[src/bmseq_pkg.sv]
// Package: state, flag carriers and timing constants of the boost sequencer
package bmseq_pkg;

    // ****************************************************************
    // Timing
    // ****************************************************************
    localparam int CLK_MHZ         = 250;
    localparam int LINEAR_PHASE_ONE_TMO_US     = 512;
    localparam int LINEAR_PHASE_TWO_TMO_US     = 1024;
    localparam int SS_TMO_US       = 64;
    localparam int PT_IDLE_US      = 5;
    localparam int PT_SOFT_US      = 5;
    localparam int OVL_TMO_MS      = 2;
    localparam int RESTART_MS      = 20;
    localparam int LINEAR_PHASE_ONE_TMO_CYC    = LINEAR_PHASE_ONE_TMO_US * CLK_MHZ;
    localparam int LINEAR_PHASE_TWO_TMO_CYC    = LINEAR_PHASE_TWO_TMO_US * CLK_MHZ;
    localparam int SS_TMO_CYC      = SS_TMO_US * CLK_MHZ;
    localparam int PT_IDLE_CYC     = PT_IDLE_US * CLK_MHZ;
    localparam int PT_SOFT_CYC     = PT_SOFT_US * CLK_MHZ;
    localparam int OVL_TMO_CYC     = OVL_TMO_MS * 1000 * CLK_MHZ;
    localparam int RESTART_CYC     = RESTART_MS * 1000 * CLK_MHZ;
    localparam int CNT_W           = 23;

    // ****************************************************************
    // Types
    // ****************************************************************
    typedef enum logic [2:0] {
        LINEAR_PHASE_ONE,
        LINEAR_PHASE_TWO,
        SOFT_START,
        BOOST_RUN_STATE,
        PASS_THROUGH_STATE,
        FAULT_STATE,
        THERMAL_STATE
    } bmseq_state_t;

    // Analog comparator flags
    typedef struct packed {
        logic input_ok;       // input_rail above undervoltage_threshold
        logic out_near_in;    // output_rail within 300 mV of input_rail
        logic out_at_target;  // output_rail at target
        logic in_above_out;   // input_rail above output_rail
        logic drop_high;      // input-to-output drop above 300 mV
        logic cur_limit;      // boost current limit active
        logic over_temp;      // die hot, hysteresis in comparator
        logic sw_pulse;       // a switching pulse occurred
    } bmseq_flags_t;

    // Power stage controls
    typedef struct packed {
        logic precharge_lo;   // linear source, first step
        logic precharge_hi;   // linear source, raised step
        logic switch_en;      // boost modulator running
        logic half_limit;     // current limit at 50 percent
        logic pass_linear;    // input_pass_switch as current source
        logic pass_full;      // input_pass_switch fully enhanced
        logic forced_pass;    // pass-through forced by mode pin
        logic fault;          // fault or thermal shutdown
    } bmseq_ctrl_t;

endpackage

[src/bmseq_top.sv]
// Module: mode sequencer of a fixed-output boost regulator
`timescale 1ns/1ps
module bmseq_top
    import bmseq_pkg::*;
#(
    parameter int LINEAR_PHASE_ONE_CYC    = LINEAR_PHASE_ONE_TMO_CYC,
    parameter int LINEAR_PHASE_TWO_CYC    = LINEAR_PHASE_TWO_TMO_CYC,
    parameter int SS_CYC      = SS_TMO_CYC,
    parameter int PT_IDLE     = PT_IDLE_CYC,
    parameter int PT_SOFT     = PT_SOFT_CYC,
    parameter int OVL_CYC     = OVL_TMO_CYC,
    parameter int RESTART_CNT = RESTART_CYC
)
(
    input  wire logic               clock,
    input  wire logic               srst,
    input  wire logic               mode_select,
    input  wire bmseq_pkg::bmseq_flags_t flags,
    output logic                    started,
    output bmseq_pkg::bmseq_state_t state,
    output bmseq_pkg::bmseq_ctrl_t  ctrl
);
    import bmseq_pkg::*;

    // ****************************************************************
    // Parameter checks
    // ****************************************************************
    // Each count must last a cycle and fit the shared counters
    if (LINEAR_PHASE_ONE_CYC < 1 || LINEAR_PHASE_ONE_CYC >= (1 << CNT_W))
    begin : g_bad_linear_phase_one
        $error("bmseq_top: LINEAR_PHASE_ONE_CYC out of range");
    end

    if (LINEAR_PHASE_TWO_CYC < 1 || LINEAR_PHASE_TWO_CYC >= (1 << CNT_W))
    begin : g_bad_linear_phase_two
        $error("bmseq_top: LINEAR_PHASE_TWO_CYC out of range");
    end

    if (SS_CYC < 1 || SS_CYC >= (1 << CNT_W))
    begin : g_bad_ss
        $error("bmseq_top: SS_CYC out of range");
    end

    if (PT_IDLE < 1 || PT_IDLE >= (1 << CNT_W))
    begin : g_bad_idle
        $error("bmseq_top: PT_IDLE out of range");
    end

    // Soft window is compared one count past its end
    if (PT_SOFT < 1 || PT_SOFT >= (1 << CNT_W) - 1)
    begin : g_bad_soft
        $error("bmseq_top: PT_SOFT out of range");
    end

    if (OVL_CYC < 1 || OVL_CYC >= (1 << CNT_W))
    begin : g_bad_ovl
        $error("bmseq_top: OVL_CYC out of range");
    end

    if (RESTART_CNT < 1 || RESTART_CNT >= (1 << CNT_W))
    begin : g_bad_restart
        $error("bmseq_top: RESTART_CNT out of range");
    end

    // ****************************************************************
    // State record
    // ****************************************************************
    typedef struct packed {
        bmseq_state_t        st;
        logic [CNT_W-1:0]    phase_cnt;  // phase timeout / restart
        logic [CNT_W-1:0]    ovl_cnt;    // continuous current limit
        logic [CNT_W-1:0]    idle_cnt;   // cycles since last pulse
        logic                started;    // a boost startup completed
        bmseq_ctrl_t         ctrl;
    } bmseq_reg_t;

    bmseq_reg_t reg_ff;
    bmseq_reg_t nxt_reg;

    // ****************************************************************
    // Drop fault arming
    // ****************************************************************
    // armed after startup while mode_select is high
    logic drop_armed;
    assign drop_armed = reg_ff.started && mode_select;

    localparam bmseq_reg_t RESET_REG = '{
        st:        LINEAR_PHASE_ONE,
        phase_cnt: '0,
        ovl_cnt:   '0,
        idle_cnt:  '0,
        started:   1'b0,
        ctrl:      '0
    };

    // ****************************************************************
    // Counter helpers
    // ****************************************************************
    function automatic logic reached(input logic [CNT_W-1:0] cnt,
                                     input int lim);
        reached = (cnt >= CNT_W'(lim - 1));
    endfunction

    function automatic logic [CNT_W-1:0] bump(input logic [CNT_W-1:0] c);
        bump = (&c) ? c : c + CNT_W'(1);
    endfunction

    // Stage controls decoded from the state they accompany
    function automatic bmseq_ctrl_t stage_ctrl(
        input bmseq_state_t     st,
        input logic [CNT_W-1:0] cnt,
        input logic             up,
        input logic             mode);
        stage_ctrl = '0;
        unique case (st)
            LINEAR_PHASE_ONE:
            begin
                stage_ctrl.precharge_lo = mode;
            end
            LINEAR_PHASE_TWO:
            begin
                stage_ctrl.precharge_hi = 1'b1;
            end
            SOFT_START:
            begin
                stage_ctrl.switch_en = 1'b1;
                stage_ctrl.half_limit = 1'b1;
            end
            BOOST_RUN_STATE:
            begin
                stage_ctrl.switch_en = 1'b1;
            end
            PASS_THROUGH_STATE:
            begin
                // soft pass-switch entry
                // Linear while the count runs 0 to PT_SOFT-1
                stage_ctrl.pass_full = reached(cnt, PT_SOFT + 1);
                stage_ctrl.pass_linear = !reached(cnt, PT_SOFT + 1);
                stage_ctrl.forced_pass = !mode && up;
            end
            FAULT_STATE, THERMAL_STATE:
            begin
                stage_ctrl.fault = 1'b1;
            end
        endcase
    endfunction

    // ****************************************************************
    // Next state
    // ****************************************************************
    always_comb
    begin
        nxt_reg = reg_ff;
        nxt_reg.phase_cnt = bump(reg_ff.phase_cnt);
        // Idle timer restarts on every switching pulse
        nxt_reg.idle_cnt = flags.sw_pulse ? '0 : bump(reg_ff.idle_cnt);
        // Overload time only accrues in boost
        nxt_reg.ovl_cnt = (flags.cur_limit && reg_ff.st == BOOST_RUN_STATE)
                          ? bump(reg_ff.ovl_cnt) : '0;

        unique case (reg_ff.st)
            LINEAR_PHASE_ONE:
            begin
                if (!mode_select)
                begin
                    nxt_reg.phase_cnt = '0;
                end
                else if (flags.out_near_in)
                begin
                    nxt_reg.st = SOFT_START;
                    nxt_reg.phase_cnt = '0;
                end
                else if (reached(reg_ff.phase_cnt, LINEAR_PHASE_ONE_CYC))
                begin
                    nxt_reg.st = LINEAR_PHASE_TWO;
                    nxt_reg.phase_cnt = '0;
                end
            end
            LINEAR_PHASE_TWO:
            begin
                if (flags.out_near_in)
                begin
                    nxt_reg.st = SOFT_START;
                    nxt_reg.phase_cnt = '0;
                end
                else if (reached(reg_ff.phase_cnt, LINEAR_PHASE_TWO_CYC))
                begin
                    nxt_reg.st = FAULT_STATE;
                    nxt_reg.phase_cnt = '0;
                end
            end
            SOFT_START:
            begin
                if (flags.out_at_target)
                begin
                    nxt_reg.st = BOOST_RUN_STATE;
                    nxt_reg.started = 1'b1;
                    nxt_reg.phase_cnt = '0;
                end
                else if (reached(reg_ff.phase_cnt, SS_CYC))
                begin
                    nxt_reg.st = FAULT_STATE;
                    nxt_reg.phase_cnt = '0;
                end
            end
            BOOST_RUN_STATE:
            begin
                if (flags.cur_limit && reached(reg_ff.ovl_cnt, OVL_CYC))
                begin
                    nxt_reg.st = FAULT_STATE;
                    nxt_reg.phase_cnt = '0;
                end
                else if (!mode_select)
                begin
                    nxt_reg.st = PASS_THROUGH_STATE;
                    nxt_reg.phase_cnt = '0;
                end
                else if (flags.in_above_out && !flags.sw_pulse &&
                         reached(reg_ff.idle_cnt, PT_IDLE))
                begin
                    nxt_reg.st = PASS_THROUGH_STATE;
                    nxt_reg.phase_cnt = '0;
                end
            end
            PASS_THROUGH_STATE:
            begin
                if (drop_armed && flags.drop_high)
                begin
                    nxt_reg.st = FAULT_STATE;
                    nxt_reg.phase_cnt = '0;
                end
                else if (mode_select && !flags.in_above_out &&
                         flags.out_at_target)
                begin
                    nxt_reg.st = BOOST_RUN_STATE;
                    nxt_reg.phase_cnt = '0;
                end
            end
            FAULT_STATE:
            begin
                if (reached(reg_ff.phase_cnt, RESTART_CNT))
                begin
                    nxt_reg.st = LINEAR_PHASE_ONE;
                    nxt_reg.started = 1'b0;
                    nxt_reg.phase_cnt = '0;
                end
            end
            THERMAL_STATE:
            begin
                nxt_reg.phase_cnt = '0;
                if (!flags.over_temp)
                begin
                    nxt_reg.st = LINEAR_PHASE_ONE;
                end
            end
        endcase

        if (flags.over_temp && reg_ff.st != THERMAL_STATE)
        begin
            nxt_reg.st = THERMAL_STATE;
            nxt_reg.started = 1'b0;
            nxt_reg.phase_cnt = '0;
        end

        if (!flags.input_ok)
        begin
            nxt_reg = RESET_REG;
            nxt_reg.st = FAULT_STATE;
        end

        // Stage controls follow the next state
        nxt_reg.ctrl = stage_ctrl(nxt_reg.st, nxt_reg.phase_cnt,
                                  nxt_reg.started, mode_select);
    end

    // ****************************************************************
    // Registers
    // ****************************************************************
    always_ff @(posedge clock)
    begin
        if (srst)
        begin
            reg_ff <= RESET_REG;
        end
        else
        begin
            reg_ff <= nxt_reg;
        end
    end

    // ****************************************************************
    // Outputs
    // ****************************************************************
    assign started = reg_ff.started;
    assign state   = reg_ff.st;
    assign ctrl    = reg_ff.ctrl;

endmodule

[config.mk]
export PLATFORM = sky130hd
export DESIGN_NAME = bmseq_top
export DESIGN_NICKNAME = d
export VERILOG_FILES = /design/src/bmseq_pkg.sv /design/src/bmseq_top.sv
export SDC_FILE = /design/constraint.sdc
export NUM_CORES = 1
export LEC_CHECK = 0
export ABC_AREA = 1
export ABC_CLOCK_PERIOD_IN_PS = 6000
export BUFFER_PORTS_ARGS = -buffer_cell sky130_fd_sc_hd__buf_2
export CAP_MARGIN = 10
export CORE_MARGIN = 3
export CORE_UTILIZATION = 50
export CTS_CLUSTER_SIZE = 10
export DETAILED_ROUTE_END_ITERATION = 10
export GPL_ROUTABILITY_DRIVEN = 0
export PLACE_DENSITY = 0.67
export SYNTH_ARGS = -nofsm -noshare
export SYNTH_HDL_FRONTEND = slang
export SYNTH_SLANG_ARGS = --single-unit
[constraint.sdc]
create_clock -name clock -period 6 [get_ports clock]
set_clock_uncertainty 0.2 [all_clocks]
set_input_delay 0.6 -clock clock [delete_from_list [all_inputs] [get_ports clock]]
set_output_delay 0.6 -clock clock [all_outputs]
set_load 0.05 [all_outputs]
Yosys cells after proc, flatten, opt, wreduce, memory -nomap -nowiden
Index checks and enable logic that the tools add are counted.
Widths: inputs -> output; s select.
{"block": "totals", "register_bits": 81, "in_bits": 11, "out_inout_bits": 12, "wordCells": 96}
{"block": "op_classes", "add_sub_neg": 3, "order_cmp": 7, "eq_ne": 13, "muxes": 31, "bitwise_logic": 4, "reduce_logical": 25}
{"op": "$mux 26", "count": 13}
{"op": "$pmux 26 s7", "count": 1}
{"op": "$mux 23", "count": 6}
{"op": "$mux 81", "count": 1}
{"op": "$add 23x1->23 const B", "count": 3}
{"op": "$reduce_and 23->1", "count": 3}
{"op": "$ge 23x11->1 const B", "count": 2}
{"op": "$ge 23x14->1 const B", "count": 1}
{"op": "$ge 23x17->1 const B", "count": 1}
{"op": "$ge 23x18->1 const B", "count": 1}
{"op": "$ge 23x19->1 const B", "count": 1}
{"op": "$ge 23x23->1 const B", "count": 1}
{"op": "$eq 3x3->1 const B", "count": 6}
{"op": "$eq 3x2->1 const B", "count": 4}
{"op": "$logic_and 1x1->1", "count": 10}
{"op": "$reduce_or 2->1", "count": 4}
{"op": "$mux 1", "count": 7}
{"op": "$eq 3x1->1 const B", "count": 2}
{"op": "$logic_not 3->1", "count": 2}
{"op": "$mux 3", "count": 2}
{"op": "$reduce_or 3->1", "count": 2}
{"op": "$logic_not 1->1", "count": 4}
{"op": "$not 1->1", "count": 4}
{"op": "$ne 3x3->1 const B", "count": 1}
{"op": "$pmux 1 s2", "count": 1}

Longest topological paths before layout
Gate-level depths: netlist of the first run.
{"block": "depth", "ltp_word": 12, "ltp_mapped": 18, "ltp_nobuf": 18}

Least setup slack after synthesis of the first run
OpenSTA, ideal clock, no wires.
{"block": "synth_path", "path_type": "flip-flop to flip-flop", "from": "register reg_ff[9] (netlist bit)", "to": "register reg_ff[28] (netlist bit)", "setup_ns": 0.111, "arrival_ns": 1.884, "required_time_ns": 5.689, "path_slack_ns": 3.806, "stages_incl_launch_ff": 19, "n_path_buf": 0, "period_less_slack_ns": 2.194, "cell_sequence": "dfxtp_1 ha_1 nand2_1 nor2_1 nand3_1 nor2_2 nand3_2 nor2_4 nand2_4 nand4_4 nor2_2 nand2_2 inv_2 nand2_2 nor2_2 nand2_1 nand2_1 nand3_1 inv_1"}
{"block": "synth_via", "elab_chain_len": 1, "elab_cells_between_ends": 2, "cone_classes": "1 x add/sub; 1 x reduce/logical"}
{"element": "start: declaration", "line_no": "bmseq_top.sv:77", "text": "bmseq_reg_t reg_ff;"}
{"element": "start signal: assignment", "line_no": "bmseq_top.sv:287", "text": "reg_ff <= nxt_reg;"}
{"element": "$add 23x1->23 / $reduce_and 23->1 (equally long branches)", "line_no": "bmseq_top.sv:105", "text": "bump = (&c) ? c : c + CNT_W'(1);"}
Parallel ways exist; a longest one is shown, timed or not.
A chain may end at the register's enable or synchronous reset.

Final worst setup path of the first run
{"block": "layout_path", "from": "register reg_ff (netlist bit state[0])", "to": "register reg_ff[64] (netlist bit)"}
{"block": "layout_via", "elab_chain_len": 4, "elab_cells_between_ends": 12, "cone_classes": "7 x eq/ne; 3 x mux; 2 x reduce/logical"}
{"element": "$eq 3x3->1, or another cell as far along", "line_no": "bmseq_top.sv:161", "text": "unique case (reg_ff.st)"}
{"element": "$pmux 26 s7 / $logic_and 1x1->1 (equally long branches)", "line_no": "bmseq_top.sv:161, bmseq_top.sv:258"}
{"element": "$mux 26 *", "line_no": "bmseq_top.sv:258", "text": "if (flags.over_temp && reg_ff.st != THERMAL_STATE)"}
{"element": "$mux 81 *", "line_no": "bmseq_top.sv:265", "text": "if (!flags.input_ok)"}
Every way passes the cells marked *; elsewhere a longest branch is shown, timed or not.

==> metrics.yaml, run 1 <==
outcome:
  status: "finished clean"
clock_tree:
  htree_levels: 3
  cts-root-buf: "clkbuf_8"
  post-cts-setup-buffers: 0
  insertion_delay_ns: 0.37
  clk_pin_slew_ns: 0.08
  cts_tree: "yes"
  clockBufferDepth: 2
  cts_sinks: 81
  cts-resized-gates: 0
  cts-buffers-inserted: 9
  postCtsHoldBufs: 0
synth:
  synth_ff_type: "dfxtp_1"
  synth_top_area_share_pct: 29.6
  async_flop_share_pct: 0
  synth_cell_types: 50
  yosys.area.top_type: "dfxtp_1"
  synthTopCellsByArea: "dfxtp_1 (30%), nand2_1 (12%), nor2_1 (9.2%), inv_1 (9.1%), nand3_1 (6.6%)"
  yosysSeqAreaShare_pct: 29.6
  syn_nets: 896
  syn_area_sq_um: 5470
  synth_enable_flop_cells: 0
  avgSynthCellArea_sq_um: 6.21
  ys_ff_latch: 81
  synthCells: 881
  yosys_warnings: 0
cells_and_area:
  layout_commonest_cell: "nand2_1"
  finish.utilization_pct: 55.1
  area_delta_synth_final_pct: 5.26
  antenna_cells: 0
  mostFrequentLayoutCells: "nand2_1 (173), nor2_1 (134), inv_1 (132), dfxtp_1 (81), nand3_1 (72)"
  fin_cells: 1030
  fillers: 1083
  drive_above_1_share_pct: 11.3
  fin_nets: 904
sta:
  finalSetupViolCount: 0
  worst_pin_slew_ns: 0.728
  slew_violations: 0
  finalCritPeriodShare_pct: 45.4
  slew_headroom_pct: 51.3
  setup_tns_ns: 0
  rsz0062_at_grt: "no"
  holdWs_ns: 0.287
  period_needed_ns: 2.73
  final_hold_viol_count: 0
  max_freq_mhz: 367
critical_path:
  cp-start-kind: "flop"
  crit_path_end_kind: "flop"
  cp.required_ns: 6.09
  critPathKind: "flop to flop"
  r2r-start: "state[0]"
  arrival_ns: 2.82
  crit_fanout: 14
  crit_start: "state[0]"
global_route:
  grt_first_pass_wirelength_microns: 23700
  antenna_found_initial: 0
  grt_pass1_vias: 5077
  grt.total_usage_pct: 23.1
  grt_max_degree: 20
  overflow: 0
route:
  ant_nets: 0
  first_pass_iters: 6
  drt-total-wl_microns: 14000
  drtIter0Drc: 532
  post_drt_wl_per_cell_microns: 13.6
  drc: 0
  via_count: 5496
  via_per_inst: 5.34
floorplanning:
  dieArea_sq_um: 12200
  coreArea_sq_um: 10500
  die_h_microns: 111
  dieWidth_microns: 111
  io_pins: 23
  rows: 37
  start_util_pct: 52.3
placement:
  hpwlAfterDp_microns: 11000
  dp.cells: 1014
  port_buffers: 22
min_path:
  min_from: "reg_ff[33]"
  hp-class: "flop to flop"
power_and_ir_drop:
  power_uw: 1000
  powerDensity_nw_per_um2: 174
  vdd_drop_max_uv: 123
  power.leakage_uw: 0.00246
flow_run:
  drv_cap: 0
flip-flops by register name, indices dropped and copies added, names as in the netlist:
register,cells
reg_ff,69
ctrl,8
state,3
started,1
per-layer routing:
layer	GRT usage [%]	vias to the layer above	share of wire, %
met5	0	-	0
met4	8.29	0	1.6
met3	5.21	16	7.1
met2	36.8	179	45
met1	30.6	2469	46
li1	-	2832	-
where the power goes:
group / switching [uW] / total, uW / internal (uW)
registers: 4.80 / 546 / 541
logic: 73.3 / 97.8 / 24.5
clock network: 210 / 360 / 150
total: 288 / 1000 / 716
worst max-delay path: stages (launching register included):
cell and delay [ns]:
dfxtp_1 0.53, nand3_1 0.19, nor2_1 0.23, nand3_1 0.10, nor2_1 0.10, nand3_1 0.13, nand2_2 0.16, nor2_4 0.06
nand3_4 0.17, nand2_4 0.11, inv_4 0.13, nand3_2 0.29, nor2_1 0.24
Yosys cell counts, types with 2 or more instances:
library cell  number
a211oi_1           2
a21oi_1           41
a21oi_2            2
and3_1             2
buf_2              7
buf_4             12
clkbuf_1           3
clkinv_1           3
dfxtp_1           81
ha_1               4
inv_1            132
inv_2              9
nand2_1          173
nand2_2           15
nand2_4            2
nand3_1           72
nand3_2            7
nand3b_1           2
nand4_1           20
nor2_1           134
nor2_2            16
nor2_4             3
nor3_1            34
nor3_2             3
nor4_1             7
o211ai_1          10
o21a_1             3
o21ai_0           34
o21ai_1            7
o21bai_1           4
or2_2              2
xnor2_1            4
xor2_1            14
area by class of cell:
| cell class | count | area (sq um) | area share (%) |
|---|---|---|---|
| clock inverter | 5 | 32.5 | 0.565 |
| timing repair buffer | 22 | 110 | 1.91 |
| inverter | 146 | 552 | 9.58 |
| tap | 136 | 170 | 2.95 |
| clock buffer | 11 | 131 | 2.28 |
| multi-input combinational | 629 | 3140 | 54.6 |
| sequential | 81 | 1620 | 28.1 |
metrics by stage:
stage | worst slack, ns | cell area (sq um)
after global routing | 3.06 | 5760
after floorplan | 3.81 | 5470
after global placement | 3.26 | 5600
after CTS | 3.31 | 5760
final | 3.27 | 5760
after detailed placement | 3.17 | 5600
cells by family (layout without fill, tap and decap cells):
kind of cell	Yosys count	count (layout)	share of synthesized area, %
AOI/OAI and AO/OA	109	109	11.3
xor gates and xnor gates	18	18	2.88
adders and majority gates	4	4	0.914
buffers and inverters	171	184	12.9
DFF	81	81	29.6
and+or+nand+nor	498	498	42.4
worst paths after layout:
kind         slack, ns  cells after the start    endpoint
min               0.29                      2  reg_ff[33]
min reg2reg       0.29                      2  reg_ff[33]
max reg2reg       3.27                     12  reg_ff[64]
max               3.27                     12  reg_ff[64]
(Power assumes the default switching activity.)
==> run 2: changes to the inputs <==
ABC_CLOCK_PERIOD_IN_PS = 2500   (was 6000)
PLACE_DENSITY = 0.69   (was 0.67)
clock period = 2.5 ns   (was 6 ns; I/O delays follow)
==> run 2 against run 1 <==
Compared with the run above:
- utilization up 6.9 points
- maximum frequency up 10%
- register-to-register slack worse by 3.2 ns
- setup slack worse by 3.2 ns
- first-iteration DRC count up 3.0%
- wire length up 14%
==> metrics.yaml, run 2 (same netlist as run 1, synthesis figures left out) <==
route:
  first_pass_iters: 5
  via_per_inst: 5.49
  drc: 0
  ant_nets: 0
  drt-total-wl_microns: 16000
  post_drt_wl_per_cell_microns: 14.7
  via_count: 5962
  drtIter0Drc: 548
power_and_ir_drop:
  vdd_drop_max_uv: 396
  powerDensity_nw_per_um2: 432
  power.leakage_uw: 0.00281
floorplanning:
  io_pins: 23
  dieArea_sq_um: 12200
  rows: 37
  coreArea_sq_um: 10500
  die_h_microns: 111
  dieWidth_microns: 111
  start_util_pct: 52.3
clock_tree:
  cts-buffers-inserted: 9
  cts_sinks: 81
  clk_pin_slew_ns: 0.08
  cts-root-buf: "clkbuf_8"
  htree_levels: 3
  insertion_delay_ns: 0.38
  clockBufferDepth: 2
  cts_tree: "yes"
global_route:
  grt_first_pass_wirelength_microns: 25500
  grt_max_degree: 20
  grt_pass1_vias: 5515
  overflow: 0
  antenna_found_initial: 0
  grt.total_usage_pct: 24.9
critical_path:
  critPathKind: "flop to flop"
  cp.required_ns: 2.61
  crit_path_end_kind: "flop"
  arrival_ns: 2.58
  cp-start-kind: "flop"
  crit_fanout: 10
sta:
  finalCritPeriodShare_pct: 98.8
  holdWs_ns: 0.118
  slew_violations: 0
  slew_headroom_pct: 58.8
  finalWorstSetupSlack_ns: 0.0305
  rsz0062_at_grt: "yes"
  finalSetupViolCount: 0
  final_hold_viol_count: 0
  max_freq_mhz: 405
  worst_pin_slew_ns: 0.616
  period_needed_ns: 2.47
cells_and_area:
  antenna_cells: 0
  layout_commonest_cell: "nand2_1"
  mostFrequentLayoutCells: "nand2_1 (167), inv_1 (131), nor2_1 (126), nand3_1 (70), dfxtp_1 (57)"
  fin_cells: 1086
  fin_nets: 960
  largest_register_ffs: 69
  finish.utilization_pct: 61.9
  drive_above_1_share_pct: 22.1
  regMostFlops: "reg_ff"
  area_delta_synth_final_pct: 18.4
placement:
  port_buffers: 22
  hpwlAfterDp_microns: 11700
  dp.cells: 1049
  pre_cts_ws_ns: 0.0185
flow_run:
  drv_cap: 0
min_path:
  hp-class: "primary input to flop"
outcome:
  status: "finished clean"
-- run 2: final timing paths --
| kind | from | to | slack [ns] | depth (start not counted) |
|---|---|---|---|---|
| worst max-delay path | reg_ff[58] | ctrl[3] | 0.03 | 16 |
| worst min-delay path | srst | reg_ff[58] | 0.12 | 3 |
| worst min register to register | reg_ff[32] | reg_ff[32] | 0.25 | 1 |
| worst max register to register | reg_ff[58] | ctrl[3] | 0.03 | 16 |
-- run 2: final cells by class --
type                       count  area (sq um)
clock buffer                   9           124
clock inverter                 7           119
fill                         999          3980
inverter                     146           558
multi-input combinational    631          3310
sequential                    81          1660
tap                          136           170
timing repair buffer          76           533
-- run 2: worst max-delay path, stage by stage, from the launching register on --
cell     delay (ns)
dfxtp_2        0.37
nand2_1        0.14
nor2_2         0.17
nand2_2        0.09
nor2_4         0.11
o21ai_0        0.09
nand3_1        0.15
nand2_2        0.13
nor2_4         0.16
nand3_4        0.18
nand2_8        0.16
inv_8          0.06
nand2_2        0.06
nand3_1        0.08
nor2_1         0.09
nand3_1        0.07
nor2_1         0.09
-- run 2: where the power goes --
| group | switching, uW | total, uW | internal (uW) |
|---|---|---|---|
| clock network | 515 | 1180 | 662 |
| logic | 220 | 325 | 105 |
| registers | 5.59 | 1300 | 1290 |
| total | 740 | 2800 | 2060 |
-- run 2: through the flow --
step	area (sq um)	setup TNS [ns]	total power [uW]
after floorplan	5470	0	1530
final	6480	0	2800
after global placement	5860	0	1580
after CTS	6140	-0.00313	2780
after detailed placement	5860	0	1590
after global routing	6480	-0.341	2920
-- run 2: layer usage --
layer | up-vias | part of all wire (%) | track usage [%] | wire length [microns]
li1 | 2947 | - | - | -
met1 | 2715 | 41 | 31.1 | 6510
met2 | 254 | 47 | 41.4 | 7590
met3 | 46 | 8.4 | 5.97 | 1340
met4 | 0 | 3.4 | 9.85 | 536
met5 | - | 0 | 0 | 0
-- run 2: timing repair --
item	4_1_cts	5_1_grt
hold buffers	2	0
endpoints found under the hold margin	4	0
gates resized for setup	2	68
cloned	0	2
buffers inserted	2	15
setup endpoints to repair	1	36
pin swaps	0	12
==> run 3: changes to the inputs <==
CORE_MARGIN = 2   (was 3)
PLACE_DENSITY = default   (was 0.69)
PLACE_DENSITY_LB_ADDON = 0.3   (was default)
==> run 3 against run 2 <==
Compared with the run above:
- count of clock-buffer cells in the layout grew 2
- sequential share of layout area grew 0.56 points
- flip-flop and latch count unchanged
- utilization shrank 3.2 points
- non-clock buffer count is 10 lower
- clock power is 12% lower
- final cell count fell by 0.74%
- via count is 3.4% lower
- register-to-register slack better by 0.09 ns
- die area is 3.6% lower
- first-iteration DRC count fell by 1.3%
- maximum frequency increased by 3.8%
- largest power group unchanged
- highest routed layer unchanged
==> metrics.yaml, run 3 (same netlist as run 1, synthesis figures left out) <==
clock_tree:
  cts-buffers-inserted: 9
  clk_pin_slew_ns: 0.10
  insertion_delay_ns: 0.38
  cts_sinks: 81
  htree_levels: 3
  cts-root-buf: "clkbuf_8"
  cts_tree: "yes"
  clockBufferDepth: 2
critical_path:
  r2r_setup_slack_ns: 0.12
  crit_chain: "nand2_2 -> nor2_4 -> nand2_1 -> nor2_2 -> o21ai_0 -> nand3_1 -> nand2_4 -> nor2_4 -> nand3_4 -> nand2_4 -> buf_4 -> nor2_1 -> nor2_1 -> nand3_1 -> nor2_1 -> nor2_1"
  reg2reg_depth: 16
  r2r-end: "ctrl[2]"
  critPathKind: "flop to flop"
  cpMaxStageDelayCell: "dfxtp_4"
  cp-start-kind: "flop"
  crit_fanout: 5
  r2r-start: "reg_ff[58]"
  arrival_ns: 2.47
  crit_path_end_kind: "flop"
  crit_top_cell: "nor2_1"
  slowest_delay_ns: 0.37
  cp.required_ns: 2.59
route:
  via_count: 5757
  ant_nets: 0
  first_pass_iters: 5
  drt-total-wl_microns: 15000
  via_per_inst: 5.34
  drtIter0Drc: 541
  post_drt_wl_per_cell_microns: 13.9
  drc: 0
cells_and_area:
  drive_above_1_share_pct: 20.1
  area_delta_synth_final_pct: 15.3
  largest_register_ffs: 69
  fin_nets: 948
  mostFrequentLayoutCells: "nand2_1 (166), inv_1 (132), nor2_1 (126), nand3_1 (71), dfxtp_1 (59)"
  antenna_cells: 0
  regMostFlops: "reg_ff"
  layout_commonest_cell: "nand2_1"
power_and_ir_drop:
  switching_share_pct: 27.4
  pwr-share-comb_pct: 11.4
  p_switching_uw: 726
  power_uw: 2650
  p_clk_share_pct: 39.3
  powerDensity_nw_per_um2: 419
  seqPwrFrac_pct: 49.3
  p_int_uw: 1920
  vdd_drop_max_uv: 352
  power.leakage_uw: 0.00273
sta:
  finalCritPeriodShare_pct: 95.1
  worst_pin_slew_ns: 0.535
  holdWs_ns: 0.0906
  slew_headroom_pct: 64.0
  finalSetupViolCount: 0
  period_needed_ns: 2.38
  max_freq_mhz: 420
  final_hold_viol_count: 0
  slew_violations: 0
min_path:
  hp-class: "primary input to flop"
  min_from: "srst"
  worstHoldEndpoint: "reg_ff[59]"
  hold_depth: 3
global_route:
  grt_pass1_vias: 5057
  grt_max_degree: 20
  antenna_found_initial: 0
  grt.total_usage_pct: 25.9
  overflow: 0
  grt_first_pass_wirelength_microns: 23700
floorplanning:
  coreArea_sq_um: 10700
  rows: 38
  die_h_microns: 109
  io_pins: 23
  start_util_pct: 50.9
  dieWidth_microns: 109
  dieArea_sq_um: 11800
placement:
  hpwlAfterDp_microns: 11600
  port_buffers: 22
flow_run:
  drv_cap: 0
outcome:
  status: "finished clean"
-- run 3: cell types whose count changed in the layout (fill, tap and decap cells not counted), moves of 3 or more --
cell     before  now
buf_4        51   41
nand2_4       1    4
nand3_2      10    7
o21ai_1       4    7
o21ai_2       4    1
-- run 3: layout make-up --
cell class	instances	area [sq um]
multi-input cells	629	3250
inverters	146	553
repair buffers	66	458
well taps	140	175
clock inverters	5	63.8
clock buffers	11	151
fillers	1040	4430
flip-flops and latches	81	1660
-- run 3: what timing repair did --
item | 4_1_cts | 5_1_grt
hold endpoints to repair | 5 | 0
gates resized for setup | 1 | 55
setup endpoints to repair | 7 | 26
setup buffers | 0 | 9
pin swaps | 0 | 13
hold buffers | 2 | 0
-- run 3: worst max path at each step --
stage,cells past startpoint,to,startpoint
6_report,16,ctrl[2],reg_ff[58]
5_1_grt,16,ctrl[3],reg_ff[59]
4_1_cts,16,ctrl[3],reg_ff[69]
3_5_place_dp,14,reg_ff[74],reg_ff[32]
3_3_place_gp,14,reg_ff[68],reg_ff[32]
2_1_floorplan,18,reg_ff[28],reg_ff[9]
-- run 3: metrics by stage --
| step | area (sq um) | util [%] | setup slack (ns) | TNS, ns | instances |
|---|---|---|---|---|---|
| after floorplan | 5470 | - | 0.306 | 0 | 881 |
| after CTS | 6090 | 56.7 | 0.0376 | 0 | 1069 |
| after global placement | 5850 | 54.4 | -0.0248 | -0.0698 | 1051 |
| final | 6310 | 58.7 | 0.122 | 0 | 1078 |
| after detailed placement | 5850 | 54.4 | -0.0292 | -0.0738 | 1051 |
| after global routing | 6310 | 58.7 | -0.0311 | -0.0873 | 1078 |
-- run 3: power by group through the flow --
stage | Combinational [uW] | Sequential, uW | Clock (uW)
2_1_floorplan | 196 | 1340 | 0
3_3_place_gp | 245 | 1340 | 0
5_1_grt | 327 | 1310 | 1120
6_report | 301 | 1300 | 1040
3_5_place_dp | 246 | 1340 | 0
4_1_cts | 251 | 1310 | 1070
-- run 3: layer usage --
layer | GRT usage [%] | vias up | wire length, microns
li1 | - | 2928 | -
met1 | 36.0 | 2574 | 6970
met2 | 37.9 | 224 | 6340
met3 | 6.75 | 31 | 1220
met4 | 10.7 | 0 | 429
met5 | 0 | - | 0
-- run 3: worst max-delay path: cells and delay by family (launching register included) --
kind	cells	cell delay, ns
and+or+nand+nor	14	1.48
DFF	1	0.37
buffers and inverters	1	0.13
AOI/OAI and AO/OA	1	0.11
